$ cat src/bac_map.svh
`ifndef BAC_MAP_SVH
`define BAC_MAP_SVH

// address, counter, mask and mirror width
`define BAC_AW 18
// counter value after master reset
`define BAC_CNT_RST 18'h00000
// mask value after master reset or mask reset
`define BAC_MSK_ONES 18'h3ffff
// mirror value after master reset
`define BAC_MIR_RST 18'h00000
// wrap flag idle (deasserted) level
`define BAC_WRAP_IDLE 1'b1
// readback output value after reset
`define BAC_RB_RST 18'h00000

`endif

$ cat src/bac_pkg.sv
`default_nettype none
`include "bac_map.svh"

package bac_pkg;

   typedef logic [`BAC_AW-1:0] bac_addr_t;

   // decoded counter operation, one-hot
   typedef enum logic [8:0] {
      BAC_OP_CCLR = 9'h001,
      BAC_OP_CLD  = 9'h002,
      BAC_OP_CRD  = 9'h004,
      BAC_OP_CINC = 9'h008,
      BAC_OP_HOLD = 9'h010,
      BAC_OP_MCLR = 9'h020,
      BAC_OP_MLD  = 9'h040,
      BAC_OP_MRD  = 9'h080,
      BAC_OP_RSVD = 9'h100
   } bac_op_e;

   // true when every unmasked bit of the value is one
   function automatic logic bac_unmasked_ones(input bac_addr_t v,
                                              input bac_addr_t m);
      bac_unmasked_ones = &(v | ~m);
   endfunction

endpackage

`default_nettype wire

$ cat src/bac_cnt_if.sv
`timescale 1ns/1ps
`default_nettype none
`include "bac_map.svh"

interface bac_cnt_if;
   logic [`BAC_AW-1:0] cnt;
   logic [`BAC_AW-1:0] mask;
   logic [`BAC_AW-1:0] mirror;
   logic [`BAC_AW-1:0] nxt;
   logic nxt_wrap_n;

   modport core (output cnt, output mask, output mirror,
                 input nxt, input nxt_wrap_n);
   modport calc (input cnt, input mask, input mirror,
                 output nxt, output nxt_wrap_n);
endinterface

`default_nettype wire

$ cat src/bac_incr.sv
`timescale 1ns/1ps
`default_nettype none
`include "bac_map.svh"

module bac_incr
   import bac_pkg::*;
(
   // counter state in, next value out
   bac_cnt_if.calc cif
);

   wire logic at_top;
   wire bac_addr_t filled;
   wire bac_addr_t summed;
   wire bac_addr_t stepped;

   assign at_top = bac_unmasked_ones(cif.cnt, cif.mask);

   assign filled = cif.cnt | ~cif.mask;
   assign summed = bac_addr_t'(filled + bac_addr_t'(1));

   assign stepped = (summed & cif.mask) | (cif.cnt & ~cif.mask);

   assign cif.nxt = at_top ? cif.mirror : stepped;

   assign cif.nxt_wrap_n = ~bac_unmasked_ones(cif.nxt, cif.mask);

endmodule

`default_nettype wire

$ cat src/bac_burst_counter.sv
// Operation
// - master reset clears counter to zeros and sets mask to all ones.
// - counter reset clears unmasked counter bits only, masked bits kept.
// - counter select, strobe and enable low load counter from address.
// - counter select, strobe low, enable high reads counter onto address.
// - counter select, strobe high, enable low increments counter each edge.
// - all controls high hold counter, mask and mirror unchanged.
// - mask select with clear low sets every mask bit to one.
// - mask select, strobe and enable low load mask from address.
// - mask select, strobe low, enable high reads mask onto address.
// - counter readback valid after next edge; data floats if enabled.
// - mask readback valid after next edge; data floats if enabled.
// - wrap flag low when increment leaves unmasked bits all ones.
// - wrap flag high on counter or mask reset or load, master reset.
// - counter and mask operations ignore both chip enables.
// - increment past unmasked maximum reloads counter from mirror.
// - cleared mask bit zero makes counter step by two.
// - counter load writes address into counter and mirror.
// - counter reset copies resulting counter value into mirror.
// - increment changes only unmasked counter bits.
// - master reset asynchronous; other controls sampled on rising edge.
`timescale 1ns/1ps
`default_nettype none
`include "bac_map.svh"

module bac_burst_counter
   import bac_pkg::*;
(
   // clock and resets
   input wire logic sys_clk,
   input wire logic rst_b,
   input wire logic master_reset_n,
   // counter controls
   input wire logic counter_or_mask_select,
   input wire logic counter_clear_n,
   input wire logic address_strobe_n,
   input wire logic count_enable_n,
   // chip enables
   input wire logic chip_select_low_active,
   input wire logic chip_select_high_active,
   // address pins
   input wire logic [`BAC_AW-1:0] addr_in,
   output logic [`BAC_AW-1:0] addr_out,
   output logic addr_oe,
   // towards the array and data pins
   output logic [`BAC_AW-1:0] mem_addr,
   output logic dq_float,
   // wrap flag
   output logic wrap_flag_n
);

   bac_addr_t cnt_q;
   bac_addr_t cnt_d;
   bac_addr_t mask_q;
   bac_addr_t mask_d;
   bac_addr_t mirror_q;
   bac_addr_t mirror_d;
   bac_addr_t rb_q;
   bac_addr_t rb_d;
   logic rb_oe_q;
   logic rb_oe_d;
   logic float_q;
   logic float_d;
   logic wrap_q;
   logic wrap_d;

   bac_op_e op;
   wire logic is_cclr;
   wire logic is_cld;
   wire logic is_crd;
   wire logic is_cinc;
   wire logic is_hold;
   wire logic is_mclr;
   wire logic is_mld;
   wire logic is_mrd;
   wire logic is_rsvd;
   wire logic port_on;
   wire bac_addr_t cleared;

   bac_cnt_if cif ();

   assign cif.cnt = cnt_q;
   assign cif.mask = mask_q;
   assign cif.mirror = mirror_q;

   bac_incr u_incr (
      .cif (cif)
   );

   assign op = !counter_clear_n ?
                  (counter_or_mask_select ? BAC_OP_CCLR : BAC_OP_MCLR) :
               !address_strobe_n ?
                  (!count_enable_n ?
                     (counter_or_mask_select ? BAC_OP_CLD : BAC_OP_MLD) :
                     (counter_or_mask_select ? BAC_OP_CRD : BAC_OP_MRD)) :
               counter_or_mask_select ?
                  (!count_enable_n ? BAC_OP_CINC : BAC_OP_HOLD) :
               BAC_OP_RSVD;

   assign is_cclr = (op == BAC_OP_CCLR);
   assign is_cld = (op == BAC_OP_CLD);
   assign is_crd = (op == BAC_OP_CRD);
   assign is_cinc = (op == BAC_OP_CINC);
   assign is_hold = (op == BAC_OP_HOLD);
   assign is_mclr = (op == BAC_OP_MCLR);
   assign is_mld = (op == BAC_OP_MLD);
   assign is_mrd = (op == BAC_OP_MRD);
   assign is_rsvd = (op == BAC_OP_RSVD);

   assign port_on = !chip_select_low_active && chip_select_high_active;

   assign cleared = cnt_q & ~mask_q;

   assign cnt_d = is_cclr ? cleared :
                  is_cld ? addr_in :
                  is_cinc ? cif.nxt :
                  cnt_q;

   assign mirror_d = is_cclr ? cleared :
                     is_cld ? addr_in :
                     mirror_q;

   assign mask_d = is_mclr ? `BAC_MSK_ONES :
                   is_mld ? addr_in :
                   mask_q;

   // flag on increment, deassert on loads
   assign wrap_d = is_cinc ? cif.nxt_wrap_n :
                   (is_cclr || is_cld || is_mclr || is_mld) ?
                      `BAC_WRAP_IDLE :
                   wrap_q;

   assign rb_d = is_crd ? cnt_q :
                 is_mrd ? mask_q :
                 rb_q;
   assign rb_oe_d = is_crd || is_mrd;

   assign float_d = (is_crd || is_mrd) && port_on;

   always_ff @(posedge sys_clk or negedge master_reset_n) begin
      if (!master_reset_n) begin
         cnt_q <= `BAC_CNT_RST;
         mask_q <= `BAC_MSK_ONES;
         mirror_q <= `BAC_MIR_RST;
      end else if (!rst_b) begin
         cnt_q <= `BAC_CNT_RST;
         mask_q <= `BAC_MSK_ONES;
         mirror_q <= `BAC_MIR_RST;
      end else begin
         cnt_q <= cnt_d;
         mask_q <= mask_d;
         mirror_q <= mirror_d;
      end
   end

   always_ff @(posedge sys_clk or negedge master_reset_n) begin
      if (!master_reset_n) begin
         wrap_q <= `BAC_WRAP_IDLE;
      end else if (!rst_b) begin
         wrap_q <= `BAC_WRAP_IDLE;
      end else begin
         wrap_q <= wrap_d;
      end
   end

   always_ff @(posedge sys_clk or negedge master_reset_n) begin
      if (!master_reset_n) begin
         rb_q <= `BAC_RB_RST;
         rb_oe_q <= 1'b0;
         float_q <= 1'b0;
      end else if (!rst_b) begin
         rb_q <= `BAC_RB_RST;
         rb_oe_q <= 1'b0;
         float_q <= 1'b0;
      end else begin
         rb_q <= rb_d;
         rb_oe_q <= rb_oe_d;
         float_q <= float_d;
      end
   end

   assign addr_out = rb_q;
   assign addr_oe = rb_oe_q;
   assign dq_float = float_q;
   assign wrap_flag_n = wrap_q;
   assign mem_addr = cnt_q;

   // checks on the counter path

   property p_mreset;
      @(posedge sys_clk)
      !master_reset_n |-> cnt_q == `BAC_CNT_RST && mask_q == `BAC_MSK_ONES
                          && wrap_flag_n;
   endproperty
   a_mreset: assert property (p_mreset)
      else $error("master reset did not clear counter and mask");

   property p_cclr;
      @(posedge sys_clk) disable iff (!master_reset_n || !rst_b)
      is_cclr |=> cnt_q == ($past(cnt_q) & ~$past(mask_q))
                  && mirror_q == cnt_q;
   endproperty
   a_cclr: assert property (p_cclr)
      else $error("counter reset result wrong");

   property p_cld;
      @(posedge sys_clk) disable iff (!master_reset_n || !rst_b)
      is_cld |=> cnt_q == $past(addr_in) && mirror_q == $past(addr_in);
   endproperty
   a_cld: assert property (p_cld)
      else $error("counter load did not take address");

   property p_crd;
      @(posedge sys_clk) disable iff (!master_reset_n || !rst_b)
      is_crd |=> addr_oe && addr_out == $past(cnt_q)
                 && dq_float == $past(port_on);
   endproperty
   a_crd: assert property (p_crd)
      else $error("counter readback wrong");

   property p_cinc;
      @(posedge sys_clk) disable iff (!master_reset_n || !rst_b)
      is_cinc && !bac_unmasked_ones(cnt_q, mask_q) |=>
         (cnt_q & ~mask_q) == ($past(cnt_q) & ~$past(mask_q))
         && cnt_q != $past(cnt_q);
   endproperty
   a_cinc: assert property (p_cinc)
      else $error("increment touched masked bits");

   property p_step;
      @(posedge sys_clk) disable iff (!master_reset_n || !rst_b)
      is_cinc && mask_q[0] && !bac_unmasked_ones(cnt_q, mask_q)
         && !cnt_q[0] |=> cnt_q == ($past(cnt_q) | 18'h00001);
   endproperty
   a_step: assert property (p_step)
      else $error("increment by one wrong");

   property p_hold;
      @(posedge sys_clk) disable iff (!master_reset_n || !rst_b)
      is_hold ##1 is_hold |=> $stable(cnt_q) && $stable(mask_q)
                              && $stable(mirror_q);
   endproperty
   a_hold: assert property (p_hold)
      else $error("hold changed a register");

   property p_mclr;
      @(posedge sys_clk) disable iff (!master_reset_n || !rst_b)
      is_mclr |=> mask_q == `BAC_MSK_ONES && wrap_flag_n;
   endproperty
   a_mclr: assert property (p_mclr)
      else $error("mask reset did not set ones");

   property p_mld;
      @(posedge sys_clk) disable iff (!master_reset_n || !rst_b)
      is_mld |=> mask_q == $past(addr_in) && $stable(cnt_q);
   endproperty
   a_mld: assert property (p_mld)
      else $error("mask load wrong");

   property p_mrd;
      @(posedge sys_clk) disable iff (!master_reset_n || !rst_b)
      is_mrd |=> addr_oe && addr_out == $past(mask_q)
                 && dq_float == $past(port_on);
   endproperty
   a_mrd: assert property (p_mrd)
      else $error("mask readback wrong");

   property p_wrap_low;
      @(posedge sys_clk) disable iff (!master_reset_n || !rst_b)
      is_cinc |=> wrap_flag_n == !bac_unmasked_ones(cnt_q, mask_q);
   endproperty
   a_wrap_low: assert property (p_wrap_low)
      else $error("wrap flag disagrees with counter");

   property p_wrap_clr;
      @(posedge sys_clk) disable iff (!master_reset_n || !rst_b)
      (is_cclr || is_cld || is_mclr || is_mld) |=> wrap_flag_n;
   endproperty
   a_wrap_clr: assert property (p_wrap_clr)
      else $error("wrap flag not deasserted");

   property p_retx;
      @(posedge sys_clk) disable iff (!master_reset_n || !rst_b)
      is_cinc && bac_unmasked_ones(cnt_q, mask_q) |=>
         cnt_q == $past(mirror_q) && $stable(mirror_q);
   endproperty
   a_retx: assert property (p_retx)
      else $error("wrap did not reload mirror");

   property p_by_two;
      @(posedge sys_clk) disable iff (!master_reset_n || !rst_b)
      is_cinc && !mask_q[0] |=> cnt_q[0] == $past(cnt_q[0]);
   endproperty
   a_by_two: assert property (p_by_two)
      else $error("masked lsb changed on increment");

   property p_rsvd;
      @(posedge sys_clk) disable iff (!master_reset_n || !rst_b)
      is_rsvd |=> $stable(cnt_q) && $stable(mask_q) && $stable(mirror_q)
                  && !addr_oe && !dq_float;
   endproperty
   a_rsvd: assert property (p_rsvd)
      else $error("reserved code had an effect");

endmodule

`default_nettype wire

$ cat config.mk
export PLATFORM = sky130hd
export DESIGN_NAME = bac_burst_counter
export DESIGN_NICKNAME = d
export VERILOG_FILES = /design/src/bac_pkg.sv /design/src/bac_cnt_if.sv /design/src/bac_incr.sv /design/src/bac_burst_counter.sv
export VERILOG_INCLUDE_DIRS = /design/src
export SDC_FILE = /design/constraint.sdc
export NUM_CORES = 1
export LEC_CHECK = 0
export ABC_AREA = 0
export BUFFER_PORTS_ARGS = -buffer_cell sky130_fd_sc_hd__buf_2
export CORE_AREA = 2 2 94 96
export DETAILED_ROUTE_END_ITERATION = 10
export DIE_AREA = 0 0 96 98
export GPL_ROUTABILITY_DRIVEN = 0
export HOLD_SLACK_MARGIN = 0.02
export MAX_ROUTING_LAYER = met4
export PLACE_DENSITY = 0.73
export SYNTH_ARGS = -nofsm -noshare
export SYNTH_HDL_FRONTEND = slang
export SYNTH_SLANG_ARGS = --single-unit
$ cat constraint.sdc
create_clock -name sys_clk -period 3.2 [get_ports sys_clk]
set_clock_uncertainty 0.05 [all_clocks]
set_input_delay 0.64 -clock sys_clk [delete_from_list [all_inputs] [get_ports sys_clk]]
set_output_delay 0.64 -clock sys_clk [all_outputs]
set_load 0.1 [all_outputs]
==> impl_metrics.py <==
metrics = {
    "yosys": {
        "synthesis.area_mm2": 0.004628,
        "ys_seq_elements": 75,
        "synth_flop_cell": "dfrtp_1",
        "synthCells": 535,
        "synth_edf_count": 0,
        "synth_cell_types": 64,
        "synthArstFlopShare": 1.000,
        "seq_area_frac_synth": 0.4107,
        "syn-num-nets": 565,
        "yosys_warnings": 0,
        "syn-mean-instance-area_um2": 8.651,
    },
    "placement": {
        "place_hpwl_um": 9335,
        "pre_cts_ws_ns": 0.3035,
        "port_buffers": 65,
    },
    "setup_path": {
        "start_kind": "flip-flop",
        "path_cells": "inv_1 -> ha_1 -> inv_1 -> ha_1 -> nand3_2 -> nor4_4 -> nand3_2 -> buf_4 -> nor2_1 -> a211o_1 -> a21oi_1 -> mux2_2",
        "max_stage_delay_ns": 0.41,
        "cp.required_ns": 3.41,
        "path_class": "flip-flop to flip-flop",
        "worstSetupEndpointType": "flip-flop",
        "crit_buf_inv": 3,
        "worstPathArrival_ns": 3.16,
        "critical_path.top_delay_family": "simple AND/OR/NAND/NOR gates",
        "slowest_stage": "dfrtp_1",
        "r2r-start": "mem_addr[0]$_DFFE_PN0P_",
        "cp_max_fo": 15,
        "critPathLaunch": "mem_addr[0]$_DFFE_PN0P_",
    },
    "power_and_ir_drop": {
        "leakagePower_uw": 0.002503,
        "p_per_area_mw_per_mm2": 468.6,
        "peakVddDrop_mv": 0.2553,
    },
    "sta": {
        "clock.fmax_mhz": 338.8,
        "setup_violations": 0,
        "final.period_utilization": 0.9225,
        "tightest_slew_ns": 0.9634,
        "worst_slack_ns": 0.2481,
        "max_slew_margin": 0.3578,
        "drv_slew": 0,
        "rsz0062_at_grt": "false",
        "setup_tns_ns": 0,
        "hold_viol_final": 0,
        "period_minus_slack_ns": 2.952,
    },
    "job": {
        "maxCapViolCount": 0,
    },
    "route": {
        "vias": 4410,
        "postRouteAntennaNets": 0,
        "drt_iter0_markers": 351,
        "drt_pass1_iterations": 5,
        "route.detailed.drc": 0,
        "post_drt_via_cell_ratio": 6.211,
        "wirelength_um": 13390,
        "routedWlPerCell_um": 18.85,
    },
    "floorplan": {
        "fp.dieW_um": 96,
        "core_mm2": 0.008466,
        "io_pins": 66,
        "dieArea_mm2": 0.009408,
        "start_util": 0.5467,
        "num_rows": 34,
        "die_y_um": 98,
    },
    "cells_and_area": {
        "seq_area_mm2": 0.001901,
        "fillers": 747,
        "final_nets": 627,
        "layout-drive-gt1-share": 0.2259,
        "antenna-diode-count": 0,
        "syn_to_final_growth_pct": 14.95,
        "multi_input_comb_area_mm2": 0.002520,
    },
    "clocking": {
        "ctsRootBufferMaster": "clkbuf_8",
        "insertion_delay_ns": 0.36,
        "cts_tree": "built",
        "cts_setup_buffers": 0,
        "ctsHtreeMaxLevel": 3,
        "clkSinkCount": 75,
        "clk_path_buf_depth": 2,
        "cts_buffers": 9,
        "postCtsHoldBufs": 0,
        "cts.clk_slew.worst_paths_ns": 0.09,
        "cts.repair.resized": 0,
    },
    "global_route": {
        "grt_pass1_wl_um": 21870,
        "antenna_found_initial": 0,
        "gr-total-overflow": 0,
        "grt_max_degree": 76,
        "grt.total_usage": 0.3100,
        "grt_pass1_vias": 4313,
    },
    "worst_hold_path": {
        "hold_path_class": "primary input to async pin",
    },
    "outcome": {
        "status": "finished, final reports clean",
    },
}
-- sequential cells by signal, summed over array words and instances, names as in the netlist --
register	count
addr_oe	1
dq_float	1
mem_addr	18
wrap_flag_n	1
addr_out	18
cif.mirror	18
cif.mask	18
-- cell families after synthesis --
| logic type | Yosys count | synth area share |
|---|---|---|
| AO/OA/AOI/OAI | 155 | 0.2182 |
| adder cells (fa/ha/maj) | 3 | 0.008111 |
| AND/OR/NAND/NOR | 199 | 0.2111 |
| buffers and inverters | 52 | 0.04785 |
| flip-flops | 75 | 0.4107 |
| multiplexers | 27 | 0.05866 |
| XOR/XNOR | 24 | 0.04542 |
-- stage by stage --
step / instances / hold slack, ns / power, uW / util / area, um2
2_1_floorplan: 535 / 0.2944 / 1501 / - / 4628
3_3_place_gp: 694 / 0.4062 / 1649 / 0.6021 / 5097
3_5_place_dp: 694 / 0.4155 / 1661 / 0.6021 / 5097
4_1_cts: 710 / 0.3567 / 2496 / 0.6284 / 5320
5_1_grt: 710 / 0.3562 / 2591 / 0.6284 / 5320
6_report: 710 / 0.3667 / 2493 / 0.6284 / 5320
-- cells in the mapped netlist, types with 5 or more instances --
cell / instances / share of area
nand2_1: 95 / 0.077
dfrtp_1: 56 / 0.30
o21ai_0: 43 / 0.046
a21oi_1: 36 / 0.039
nor2_1: 31 / 0.025
mux2i_1: 26 / 0.056
clkbuf_1: 21 / 0.017
dfstp_2: 19 / 0.11
inv_1: 18 / 0.015
o211ai_1: 17 / 0.028
xnor2_1: 16 / 0.030
nor2b_1: 14 / 0.019
nand2b_1: 13 / 0.018
nand3_1: 12 / 0.013
xor2_1: 8 / 0.015
nor3_1: 7 / 0.0076
a22oi_1: 6 / 0.0097
o21ai_1: 6 / 0.0065
nand4_1: 5 / 0.0068
-- worst paths after layout --
| kind | endpoint | slack [ns] | cells after the start |
|---|---|---|---|
| min | addr_out[3]$_DFFE_PN0P_ | 0.37 | 1 |
| min in group sys_clk | dq_float$_DFF_PN0_ | 0.37 | 2 |
| max | mem_addr[13]$_DFFE_PN0P_ | 0.25 | 12 |
| max in group asynchronous | cif.mirror[10]$_DFFE_PN0P_ | 2.10 | 1 |
| max reg2reg | mem_addr[13]$_DFFE_PN0P_ | 0.25 | 12 |
| min reg2reg | addr_out[10]$_DFFE_PN0P_ | 0.43 | 2 |
-- area by class of cell --
| class | instances | share of cell area |
|---|---|---|
| clock buffer | 9 | 0.02328 |
| clock inverter | 7 | 0.01858 |
| inverter | 19 | 0.01341 |
| multi-input combinational | 408 | 0.4737 |
| sequential | 75 | 0.3572 |
| tap | 108 | 0.02540 |
| timing repair buffer | 84 | 0.08843 |
-- layout by cell type (no fill, tap or decap), drive strengths merged, types with 5 or more instances in the layout --
cell,count
mux2i,26
nor3,7
nor2,31
clkbuf,9
nand4,6
buf,84
dfrtp,56
a21oi,36
inv,20
xor2,8
nor4,5
nand3,14
nand2,95
a22oi,6
dfstp,19
xnor2,16
nand2b,14
o21ai,49
o211ai,17
nor2b,14
-- power by group --
group	switching (uW)	internal [uW]
clock	396	444
combinational	436	157
sequential	62.5	998
total	894	1600
-- layer usage --
metal,GRT usage,wire (um),up-vias
li1,-,-,2028
met1,0.4207,5660,2121
met2,0.4626,6296,232
met3,0.05710,1153,29
met4,0.1132,275,0
met5,-,0,-
Note: power is estimated with default switching activity, not from simulation.
